### src/spra_pkg.sv
// Shared constants and types for the sector protection map access block
package spra_pkg;

  localparam int          MAP_BYTES      = 8;
  localparam int          SPEC_BITS      = 9;
  localparam int          READ_BITS      = 64;
  localparam int          DUMMY_BYTES    = 3;
  localparam int          CLK_PERIOD_NS  = 100;

  localparam logic [7:0]  OPC_PREFIX0    = 8'h3D;
  localparam logic [7:0]  OPC_PREFIX1    = 8'h2A;
  localparam logic [7:0]  OPC_PREFIX2    = 8'h7F;
  localparam logic [7:0]  OPC_ERASE_MAP  = 8'hCF;
  localparam logic [7:0]  OPC_PROG_MAP   = 8'hFC;
  localparam logic [7:0]  OPC_READ_MAP   = 8'h32;

  localparam logic [7:0]  BYTE_ERASED    = 8'hFF;
  localparam logic [7:0]  BYTE_FACTORY   = 8'h00;
  localparam logic [1:0]  PAIR_PROTECTED = 2'h3;
  localparam int          SUB0A_HI       = 7;
  localparam int          SUB0A_LO       = 6;
  localparam int          SUB0B_HI       = 5;
  localparam int          SUB0B_LO       = 4;

  localparam logic [6:0]  READ_LAST      = 7'h40;
  localparam logic [1:0]  DUMMY_LAST     = 2'h2;
  localparam logic [2:0]  BIT_LAST       = 3'h7;

  typedef struct packed {
    logic csN;
    logic sck;
    logic si;
    logic wpN;
  } spra_pins_type;

  typedef enum logic {
    JOB_ERASE,
    JOB_PROGRAM
  } spra_job_type;

  // Protection spec from the map: bit0 sub 0a, bit1 sub 0b, bits 2..8 sectors 1..7
  function automatic logic [SPEC_BITS-1:0] spra_decode_spec(
    input logic [MAP_BYTES*8-1:0] map
  );
    logic [SPEC_BITS-1:0] spec;
    spec    = '0;
    spec[0] = map[SUB0A_HI:SUB0A_LO] == PAIR_PROTECTED;
    spec[1] = map[SUB0B_HI:SUB0B_LO] == PAIR_PROTECTED;
    for (int n = 1; n < MAP_BYTES; n++) begin
      spec[n+1] = map[n*8 +: 8] == BYTE_ERASED;
    end
    return spec;
  endfunction

endpackage

### src/spra_sync.sv
// Two-flop synchroniser for the serial pins
`timescale 1ns/100ps
`default_nettype none
module spra_sync
  import spra_pkg::*;
(
  input  wire logic          clk,
  input  wire logic          rst_n,
  input  wire spra_pins_type pinsIn,
  output var  spra_pins_type pinsOut
);

  spra_pins_type meta_q;

  // Idle pin levels: chip select and write protect released, clock low
  always_ff @(posedge clk or negedge rst_n) begin
    if (!rst_n) begin
      meta_q  <= '{csN: 1'b1, sck: 1'b0, si: 1'b0, wpN: 1'b1};
      pinsOut <= '{csN: 1'b1, sck: 1'b0, si: 1'b0, wpN: 1'b1};
    end else begin
      meta_q  <= pinsIn;
      pinsOut <= meta_q;
    end
  end

endmodule
`default_nettype wire

### src/spra_timer.sv
// Self-timed cycle counter with busy level and done pulse
`timescale 1ns/100ps
`default_nettype none
module spra_timer
  import spra_pkg::*;
(
  input  wire logic        clk,
  input  wire logic        rst_n,
  input  wire logic        start,
  input  wire logic [31:0] loadCycles,
  output logic             busy,
  output logic             done
);

  logic [31:0] count_q;

  always_ff @(posedge clk or negedge rst_n) begin
    if (!rst_n) begin
      count_q <= '0;
      busy    <= 1'b0;
      done    <= 1'b0;
    end else begin
      done <= 1'b0;
      if (start && !busy) begin
        count_q <= loadCycles;
        busy    <= 1'b1;
      end else if (busy) begin
        count_q <= count_q - 32'h0000_0001;
        if (count_q == 32'h0000_0001) begin
          busy <= 1'b0;
          done <= 1'b1;
        end
      end
    end
  end

endmodule
`default_nettype wire

### src/spra_core.sv
// Serial access to the nonvolatile sector protection map: erase, program, read
//
// Notes on behaviour
// - Eight-byte map, byte n selects protection of sector n.
// - Sectors 1..7: FF means protected, 00 unprotected.
// - Sector 0: bits 7:6 govern 0a, 5:4 govern 0b; 11 protects.
// - Map accepts new contents only after an erase.
// - Opcodes 3D 2A 7F CF then chip select release start erase.
// - Busy is reported for the whole self-timed erase.
// - Erase sets every map byte to FF.
// - Erase runs whether sector protection is enabled or not.
// - Opcodes 3D 2A 7F FC then eight bytes, sector 0 first.
// - Release after data starts self-timed program, busy throughout.
// - Bytes beyond eight wrap the write index to zero.
// - Program is accepted whether protection is enabled or not.
// - Program uses buffer 1 as working storage, clobbering it.
// - Opcode 32 plus three dummy bytes, then bytes 0..7 out.
// - After byte 7, further clocks give undefined output; the code drives the line low.
// - Chip select release ends the read, output goes high impedance.
// - Factory contents are all zeros, nothing protected.
// - Write protect asserted refuses map erase and program.
// - Marked sectors are blocked only while protection is enabled.
`timescale 1ns/100ps
`default_nettype none
module spra_core
  import spra_pkg::*;
#(
  parameter int PROTECT_MAP_ERASE_TIME_NS = 2_000_000,
  parameter int PROGRAM_CYCLE_TIME_NS     = 2_000_000
)(
  input  wire logic                 clk,
  input  wire logic                 rst_n,
  input  wire logic                 csN,
  input  wire logic                 sck,
  input  wire logic                 si,
  input  wire logic                 wpN,
  input  wire logic                 protectCmdEnabled,
  output logic                      soOut,
  output logic                      soOe,
  output logic                      busy,
  output logic                      buf1Clobber,
  output logic [SPEC_BITS-1:0]      sectorBlocked
);

  // Longest times round down, never below one cycle
  localparam int ERASE_CYCLES_RAW = PROTECT_MAP_ERASE_TIME_NS / CLK_PERIOD_NS;
  localparam int PROG_CYCLES_RAW  = PROGRAM_CYCLE_TIME_NS / CLK_PERIOD_NS;
  localparam logic [31:0] ERASE_CYCLES = 32'(ERASE_CYCLES_RAW < 1 ? 1 : ERASE_CYCLES_RAW);
  localparam logic [31:0] PROG_CYCLES  = 32'(PROG_CYCLES_RAW < 1 ? 1 : PROG_CYCLES_RAW);

  typedef enum logic [3:0] {
    ST_OP0,
    ST_OP1,
    ST_OP2,
    ST_OP3,
    ST_DUMMY,
    ST_RDATA,
    ST_PDATA,
    ST_ERASE_ARMED,
    ST_IGNORE
  } spra_state_type;

  spra_pins_type        pinsRaw;
  spra_pins_type        pinsSync;
  spra_state_type       state_q;
  spra_state_type       state_d;
  spra_job_type         job_q;
  logic                 sckPrev_q;
  logic                 csPrev_q;
  logic [7:0]           shift_q;
  logic [2:0]           bitCnt_q;
  logic [1:0]           dummyCnt_q;
  logic [2:0]           writeIdx_q;
  logic                 gotData_q;
  logic [6:0]           readBit_q;
  logic [7:0]           map_q   [MAP_BYTES];
  logic [7:0]           stage_q [MAP_BYTES];
  logic                 timerStart_q;
  logic [31:0]          timerLoad_q;
  logic                 timerBusy;
  logic                 timerDone;

  wire logic       sckRise     = pinsSync.sck && !sckPrev_q;
  wire logic       sckFall     = !pinsSync.sck && sckPrev_q;
  wire logic       csActive    = !pinsSync.csN;
  wire logic       csFall      = !pinsSync.csN && csPrev_q;
  wire logic       csRise      = pinsSync.csN && !csPrev_q;
  wire logic       wpAsserted  = !pinsSync.wpN;
  wire logic [7:0] byteIn      = {shift_q[6:0], pinsSync.si};
  wire logic       byteDone    = csActive && sckRise && (bitCnt_q == BIT_LAST);
  wire logic       readActive  = csActive && (state_q == ST_RDATA);
  wire logic       readInRange = readBit_q < READ_LAST;
  wire logic [2:0] readByte    = readBit_q[5:3];
  wire logic [2:0] readBitPos  = BIT_LAST - readBit_q[2:0];
  wire logic       eraseGo     = csRise && (state_q == ST_ERASE_ARMED) && !wpAsserted;
  wire logic       progGo      = csRise && (state_q == ST_PDATA) && gotData_q && !wpAsserted;
  wire logic       protEnabled = protectCmdEnabled || wpAsserted;

  logic [MAP_BYTES*8-1:0] mapFlat;
  always_comb begin
    for (int n = 0; n < MAP_BYTES; n++) begin
      mapFlat[n*8 +: 8] = map_q[n];
    end
  end

  assign pinsRaw = '{csN: csN, sck: sck, si: si, wpN: wpN};

  spra_sync u_sync (
    .clk     (clk),
    .rst_n   (rst_n),
    .pinsIn  (pinsRaw),
    .pinsOut (pinsSync)
  );

  spra_timer u_timer (
    .clk        (clk),
    .rst_n      (rst_n),
    .start      (timerStart_q),
    .loadCycles (timerLoad_q),
    .busy       (timerBusy),
    .done       (timerDone)
  );

  // Command byte sequencing
  always_comb begin
    state_d = state_q;
    if (csFall) begin
      // Commands arriving during a self-timed cycle are dropped
      state_d = (timerBusy || busy) ? ST_IGNORE : ST_OP0;
    end else if (!csActive) begin
      state_d = ST_OP0;
    end else if (byteDone) begin
      case (state_q)
        ST_OP0: begin
          if (byteIn == OPC_PREFIX0) begin
            state_d = ST_OP1;
          end else if (byteIn == OPC_READ_MAP) begin
            state_d = ST_DUMMY;
          end else begin
            state_d = ST_IGNORE;
          end
        end
        ST_OP1: begin
          state_d = (byteIn == OPC_PREFIX1) ? ST_OP2 : ST_IGNORE;
        end
        ST_OP2: begin
          state_d = (byteIn == OPC_PREFIX2) ? ST_OP3 : ST_IGNORE;
        end
        // final opcode byte selects erase or program
        ST_OP3: begin
          if (byteIn == OPC_ERASE_MAP) begin
            state_d = ST_ERASE_ARMED;
          end else if (byteIn == OPC_PROG_MAP) begin
            state_d = ST_PDATA;
          end else begin
            state_d = ST_IGNORE;
          end
        end
        ST_DUMMY: begin
          if (dummyCnt_q == DUMMY_LAST) begin
            state_d = ST_RDATA;
          end
        end
        // A whole trailing byte after the erase opcode voids the command
        ST_ERASE_ARMED: begin
          state_d = ST_IGNORE;
        end
        ST_RDATA,
        ST_PDATA,
        ST_IGNORE: begin
          state_d = state_q;
        end
        default: begin
          state_d = ST_IGNORE;
        end
      endcase
    end
  end

  // Serial input shifter, reset at every frame start
  always_ff @(posedge clk or negedge rst_n) begin
    if (!rst_n) begin
      sckPrev_q <= 1'b0;
      csPrev_q  <= 1'b1;
      shift_q   <= '0;
      bitCnt_q  <= '0;
      state_q   <= ST_OP0;
    end else begin
      sckPrev_q <= pinsSync.sck;
      csPrev_q  <= pinsSync.csN;
      state_q   <= state_d;
      if (!csActive) begin
        bitCnt_q <= '0;
      end else if (sckRise) begin
        shift_q  <= byteIn;
        bitCnt_q <= bitCnt_q + 3'h1;
      end
    end
  end

  // Dummy byte and program write index counters
  always_ff @(posedge clk or negedge rst_n) begin
    if (!rst_n) begin
      dummyCnt_q <= '0;
      writeIdx_q <= '0;
      gotData_q  <= 1'b0;
    end else if (!csActive) begin
      dummyCnt_q <= '0;
      writeIdx_q <= '0;
      gotData_q  <= 1'b0;
    end else if (byteDone && state_q == ST_DUMMY) begin
      dummyCnt_q <= dummyCnt_q + 2'h1;
    end else if (byteDone && state_q == ST_PDATA) begin
      // index wraps after the eighth byte
      writeIdx_q <= writeIdx_q + 3'h1;
      gotData_q  <= 1'b1;
    end
  end

  // staging array stands for buffer 1
  always_ff @(posedge clk or negedge rst_n) begin
    if (!rst_n) begin
      for (int n = 0; n < MAP_BYTES; n++) begin
        stage_q[n] <= BYTE_ERASED;
      end
    end else if (byteDone && state_q == ST_OP3 && byteIn == OPC_PROG_MAP) begin
      // Unsent bytes keep the erased pattern so they leave the map as is
      for (int n = 0; n < MAP_BYTES; n++) begin
        stage_q[n] <= BYTE_ERASED;
      end
    end else if (byteDone && state_q == ST_PDATA) begin
      // first data byte lands at sector 0
      stage_q[writeIdx_q] <= byteIn;
    end
  end

  always_ff @(posedge clk or negedge rst_n) begin
    if (!rst_n) begin
      buf1Clobber <= 1'b0;
    end else begin
      // buffer 1 content is lost when program opcode lands
      buf1Clobber <= byteDone && state_q == ST_OP3 && byteIn == OPC_PROG_MAP;
    end
  end

  // Self-timed job launch
  always_ff @(posedge clk or negedge rst_n) begin
    if (!rst_n) begin
      timerStart_q <= 1'b0;
      timerLoad_q  <= '0;
      job_q        <= JOB_ERASE;
    end else begin
      timerStart_q <= 1'b0;
      if (eraseGo) begin
        timerStart_q <= 1'b1;
        timerLoad_q  <= ERASE_CYCLES;
        job_q        <= JOB_ERASE;
      end else if (progGo) begin
        timerStart_q <= 1'b1;
        timerLoad_q  <= PROG_CYCLES;
        job_q        <= JOB_PROGRAM;
      end
    end
  end

  // Busy covers the launch cycle too, so status never shows a gap
  always_ff @(posedge clk or negedge rst_n) begin
    if (!rst_n) begin
      busy <= 1'b0;
    end else begin
      busy <= eraseGo || progGo || timerStart_q || (timerBusy && !timerDone);
    end
  end

  // map held in flops, factory value at reset
  always_ff @(posedge clk or negedge rst_n) begin
    if (!rst_n) begin
      for (int n = 0; n < MAP_BYTES; n++) begin
        map_q[n] <= BYTE_FACTORY;
      end
    end else if (timerDone && job_q == JOB_ERASE) begin
      // erase sets all bytes to FF
      for (int n = 0; n < MAP_BYTES; n++) begin
        map_q[n] <= BYTE_ERASED;
      end
    end else if (timerDone && job_q == JOB_PROGRAM) begin
      // programming only clears bits, so erase must come first
      for (int n = 0; n < MAP_BYTES; n++) begin
        map_q[n] <= map_q[n] & stage_q[n];
      end
    end
  end

  // Read data shifted out on falling clock edges, MSB first
  always_ff @(posedge clk or negedge rst_n) begin
    if (!rst_n) begin
      readBit_q <= '0;
      soOut     <= 1'b0;
      soOe      <= 1'b0;
    end else if (!readActive) begin
      // released select ends the read, output floats
      readBit_q <= '0;
      soOut     <= 1'b0;
      soOe      <= 1'b0;
    end else if (sckFall) begin
      soOe <= 1'b1;
      if (readInRange) begin
        // sector 0 first, sector 7 last
        soOut     <= map_q[readByte][readBitPos];
        readBit_q <= readBit_q + 7'h01;
      end else begin
        // beyond byte 7 the line reads low
        soOut <= 1'b0;
      end
    end
  end

  always_ff @(posedge clk or negedge rst_n) begin
    if (!rst_n) begin
      sectorBlocked <= '0;
    end else begin
      sectorBlocked <= protEnabled ? spra_decode_spec(mapFlat) : '0;
    end
  end

endmodule
`default_nettype wire

### config.mk
export PLATFORM = sky130hd
export DESIGN_NAME = spra_core
export DESIGN_NICKNAME = d
export VERILOG_FILES = /design/src/spra_pkg.sv /design/src/spra_sync.sv /design/src/spra_timer.sv /design/src/spra_core.sv
export SDC_FILE = /design/constraint.sdc
export NUM_CORES = 1
export LEC_CHECK = 0
export ABC_AREA = 1
export BUFFER_PORTS_ARGS = -buffer_cell sky130_fd_sc_hd__buf_2
export CAP_MARGIN = 20
export CORE_MARGIN = 1
export CORE_UTILIZATION = 36
export DETAILED_ROUTE_END_ITERATION = 16
export SYNTH_ARGS = -nofsm -noshare
export SYNTH_HDL_FRONTEND = slang
export SYNTH_SLANG_ARGS = --single-unit
### constraint.sdc
create_clock -name clk -period 2.3 [get_ports clk]
set_input_delay 0.115 -clock clk [delete_from_list [all_inputs] [get_ports clk]]
set_output_delay 0.115 -clock clk [all_outputs]
set_load 0.005 [all_outputs]
==> flow_summary_export.csv <==
group,metric,value,unit
run_status,outcome,"finished, final reports clean",
power,total_switching_power,0.00185,W
critical_path,regToRegSetupSlack,0.41,ns
clock_network,cts_hold_repair.buffers,5,
finish,nFillCells,2580,
grt,busiest_layer,"met2",
sta,period_needed,1.89,ns
grt,grt_pass1_vias,7356,
route,detail_route.drc_violations,0,
sta,finClkSkew,0.0142,ns
yosys,yosysWarningCount,0,
floorplanning,top_level_ports,20,
hold_path,timing.hold.worst_endpoint,"sectorBlocked[0]",
route,drt-vias-per-instance,5.12,
sta,max-slew-margin-rel,56.0,%
grt,pin_count_of_the_biggest_net_entering_global_routing,65,
power,static-leakage-power,5.98,nW
place,port-buffer-count,19,
clock_network,cts_made_buffers,24,
clock_network,clock_network_latency_to_the_later_pin_of_the_worst_skew_pair,0.52,ns
grt,met1_usage,25.9,%
grt,grt_util_all_layers,17.7,%
critical_path,worst-endpoint-required,2.76,ns
power,fin_total_pwr,0.00838,W
power,p_per_area,745,mW/mm^2
sta,transition_time_at_the_pin_with_the_least_slew_margin,0.655,ns
sta,fmaxAchievable,0.528,GHz
route,wl_per_cell,15.9,um
yosys,commonest_register_cell_after_synthesis,"sky130_fd_sc_hd__dfrtp_1",
floorplanning,effective_utilization_at_floorplan,37.1,%
route,routed_wirelength,23900,um
critical_path,regToRegStartpoint,"shift_q[6]",
hold_path,worst_hold_path_type,"input port to flop",
floorplanning,design.die.area,0.0278,mm^2
finish,final_net_count,1161,
critical_path,reg2reg_to,"stage_q[48]",
power,vdd.ir_drop.worst,0.421,mV
clock_network,cts.htree.levels,1,
power,combinationalPowerShare,3.7,%
floorplanning,die_width,167,um
grt,grt_first_pass_wirelength,39600,um
clock_network,post_cts_buffers,0,
run,max_cap_violations,0,
yosys,ys_ff_latch,215,
grt,global_route_met3_usage,2.61,%
floorplanning,rows,59,
sta,slew_viols_final,0,
clock_network,postCtsResizedCells,0,
place,dp_hpwl,16700,um
yosys,synth.net_count,1127,
route,dr.pass1.iters,5,
sta,final_hold_viol_count,0,
clock_network,clock_tree.buffer_depth,3,
finish,drive_gt1_share,16.1,%
hold_path,hold_path_depth,4,
power,p_sw_share,22.1,%
clock_network,cts_tree,"yes",
sta,setup_repair_after_global_routing_missed_its_margin,"no",
clock_network,cts_sinks,215,
sta,total_of_endpoints_with_negative_setup_slack_in_the_final_report,0,
yosys,postSynth.asyncResetShare,100,%
critical_path,crit_path_end_kind,"flop",
finish,area_added_between_synthesis_and_finish,15.2,%
power,p_int,0.00653,W
sta,final.setup.tns,0,ns
finish,antenna-diode-count,0,
clock_network,clk_transition_reported_paths,0.06,ns
grt,grt_util_met2,27.3,%
yosys,syn_inst,1113,
route,num_vias,7677,
yosys,netlist_area_before_placement,0.00976,mm^2
critical_path,crit_type,"flop to flop",
yosys,synth_cell_types,46,
route,antenna_violating_nets_post_route,0,
sta,final_min_period_over_clock_period,82.3,%
grt,grt_antenna_before_repair,0,
critical_path,critical_path_peak_fanout,10,
critical_path,worst_ep_arrival_time,2.35,ns
power,clock_power_share,49.6,%
yosys,synth_edf_count,0,
floorplanning,die_height,167,um
grt,global_route.overflow_total,0,
hold_path,worst_hold_startpoint,"protectCmdEnabled",
clock_network,clk_root_buffer_cell,"sky130_fd_sc_hd__clkbuf_16",
yosys,synth_sequential_area_ratio,56.0,%
yosys,syn_area_per_cell,8.77,um^2
place,place.gp.congestion,0.844,
critical_path,worst_setup_start_kind,"flop",
critical_path,timing.reg2reg.worst_path_depth,8,
floorplanning,placeableCoreArea,0.0264,mm^2
route,detail_route.iter0.violations,516,
power,pwr-share-seq,46.6,%
==> power groups by stage <==
stage,registers [W],logic (W),clock network (W)
CTS,0.00390,0.000325,0.00426
detailed placement,0.00397,0.000316,0
floorplan,0.00392,0.000163,0
global route,0.00391,0.000353,0.00441
global placement,0.00397,0.000315,0
finish,0.00391,0.000313,0.00416
==> cell usage after synthesis (4+ instances only) <==
cell type | n | area share, %
sky130_fd_sc_hd__a21oi_1 | 11 | 0.56
sky130_fd_sc_hd__nor2_1 | 80 | 3.1
sky130_fd_sc_hd__buf_2 | 7 | 0.36
sky130_fd_sc_hd__o211ai_1 | 5 | 0.38
sky130_fd_sc_hd__inv_1 | 151 | 5.8
sky130_fd_sc_hd__nor3_1 | 22 | 1.1
sky130_fd_sc_hd__ha_1 | 7 | 0.90
sky130_fd_sc_hd__or2_2 | 4 | 0.26
sky130_fd_sc_hd__inv_2 | 4 | 0.15
sky130_fd_sc_hd__o22ai_1 | 53 | 3.4
sky130_fd_sc_hd__o21ai_0 | 119 | 6.1
sky130_fd_sc_hd__dfrtp_1 | 146 | 37
sky130_fd_sc_hd__nand2_1 | 239 | 9.2
sky130_fd_sc_hd__dfstp_2 | 69 | 19
sky130_fd_sc_hd__o21ai_1 | 10 | 0.51
sky130_fd_sc_hd__xor2_1 | 4 | 0.36
sky130_fd_sc_hd__nand4_1 | 25 | 1.6
sky130_fd_sc_hd__nand2_2 | 11 | 0.70
sky130_fd_sc_hd__nand3_1 | 87 | 4.5
sky130_fd_sc_hd__clkbuf_1 | 23 | 0.88
==> cell usage in the layout, fill, tap and decap left out, types with 2 or more instances in the layout <==
master                          instances
sky130_fd_sc_hd__o21ai_2                2
sky130_fd_sc_hd__nand2_1              238
sky130_fd_sc_hd__clkbuf_8               5
sky130_fd_sc_hd__a21oi_1               11
sky130_fd_sc_hd__nor2_8                 2
sky130_fd_sc_hd__clkbuf_1               3
sky130_fd_sc_hd__o211ai_1               5
sky130_fd_sc_hd__inv_1                151
sky130_fd_sc_hd__nor3_1                22
sky130_fd_sc_hd__bufinv_16              3
sky130_fd_sc_hd__inv_2                  4
sky130_fd_sc_hd__nor3_4                 2
sky130_fd_sc_hd__o22ai_1               53
sky130_fd_sc_hd__buf_4                 16
sky130_fd_sc_hd__clkbuf_16             27
sky130_fd_sc_hd__o21ai_1               10
sky130_fd_sc_hd__nand2_4                2
sky130_fd_sc_hd__nand3_4                2
sky130_fd_sc_hd__nor2_1                80
sky130_fd_sc_hd__ha_1                   7
sky130_fd_sc_hd__dfrtp_1              146
sky130_fd_sc_hd__nand4_1               25
sky130_fd_sc_hd__xnor2_1                2
sky130_fd_sc_hd__clkinv_2               3
sky130_fd_sc_hd__o2111ai_1              2
sky130_fd_sc_hd__or2_2                  4
sky130_fd_sc_hd__dfstp_2               69
sky130_fd_sc_hd__dlygate4sd3_1          5
sky130_fd_sc_hd__xor2_1                 4
sky130_fd_sc_hd__o21ai_0              119
sky130_fd_sc_hd__nand3_1               87
sky130_fd_sc_hd__nor2_4                 2
sky130_fd_sc_hd__buf_2                 18
sky130_fd_sc_hd__buf_12                 4
sky130_fd_sc_hd__nand2_2               12
==> sequential cells by signal, indices dropped and copies added (netlist names), 7 cells and up <==
name	flops
u_timer.count_q	32
mapFlat	64
stage_q	64
readBit_q	7
shift_q	7
sectorBlocked	9
==> worst max-delay path, cell delays in order, from the launching register on <==
cell and delay (ns):
sky130_fd_sc_hd__dfrtp_1 0.61, sky130_fd_sc_hd__nand2_1 0.18, sky130_fd_sc_hd__nor3_4 0.19, sky130_fd_sc_hd__nand4_4 0.16, sky130_fd_sc_hd__nor2_8 0.19, sky130_fd_sc_hd__nor2_1 0.09, sky130_fd_sc_hd__inv_1 0.21, sky130_fd_sc_hd__o22ai_1 0.14
sky130_fd_sc_hd__inv_1 0.07
==> metal layers <==
layer | vias up | wire length, um
met3 | 40 | 936
li1 | 3733 | -
met5 | - | 0
met1 | 3744 | 11600
met4 | 0 | 577
met2 | 160 | 10800
==> stage by stage <==
step | hold WS (ns) | worst slack, ns | utilization, % | area [um^2] | instances
after global routing | 0.0408 | 0.197 | 42.7 | 11200 | 1500
after global placement | 0.0962 | 0.420 | 39.1 | 10300 | 1451
after CTS | 0.0292 | 0.397 | 42.7 | 11200 | 1500
after floorplan | -0.181 | 0.704 | - | 9760 | 1113
after detailed placement | 0.0981 | 0.426 | 39.1 | 10300 | 1451
final | 0.0397 | 0.406 | 42.7 | 11200 | 1500
==> logic make-up (layout without fill, tap and decap cells) <==
| kind of cell | count (synthesis) | after routing | share of synthesized area [%] |
|---|---|---|---|
| and+or+nand+nor | 485 | 485 | 22.8 |
| adders and majority gates | 7 | 7 | 0.897 |
| DFF | 215 | 215 | 56.0 |
| buffers and inverters | 193 | 245 | 7.88 |
| xor gates and xnor gates | 6 | 6 | 0.538 |
| AOI/OAI and AO/OA | 207 | 207 | 11.9 |
==> worst max path at each step <==
stage	to	cells after the start	slack (ns)	from
after global routing	u_timer.count_q[28]	11	0.20	u_timer.count_q[0]
after floorplan	stage_q[62]	10	0.70	bitCnt_q[0]
after CTS	stage_q[48]	8	0.40	shift_q[6]
final	stage_q[48]	8	0.41	shift_q[6]
after detailed placement	stage_q[31]	9	0.43	u_sync.pinsOut[3]
after global placement	stage_q[24]	9	0.42	u_sync.pinsOut[3]
==> final cells by class <==
class | count | area (um^2) | share of cell area (%)
multi-input combinational | 705 | 3530 | 31.4
inverter | 157 | 594 | 5.28
tap | 335 | 419 | 3.73
clock buffer | 35 | 756 | 6.72
sequential | 215 | 5470 | 48.6
timing repair buffer | 44 | 355 | 3.16
clock inverter | 9 | 128 | 1.13
No activity file was read; power rests on OpenSTA's default activity.
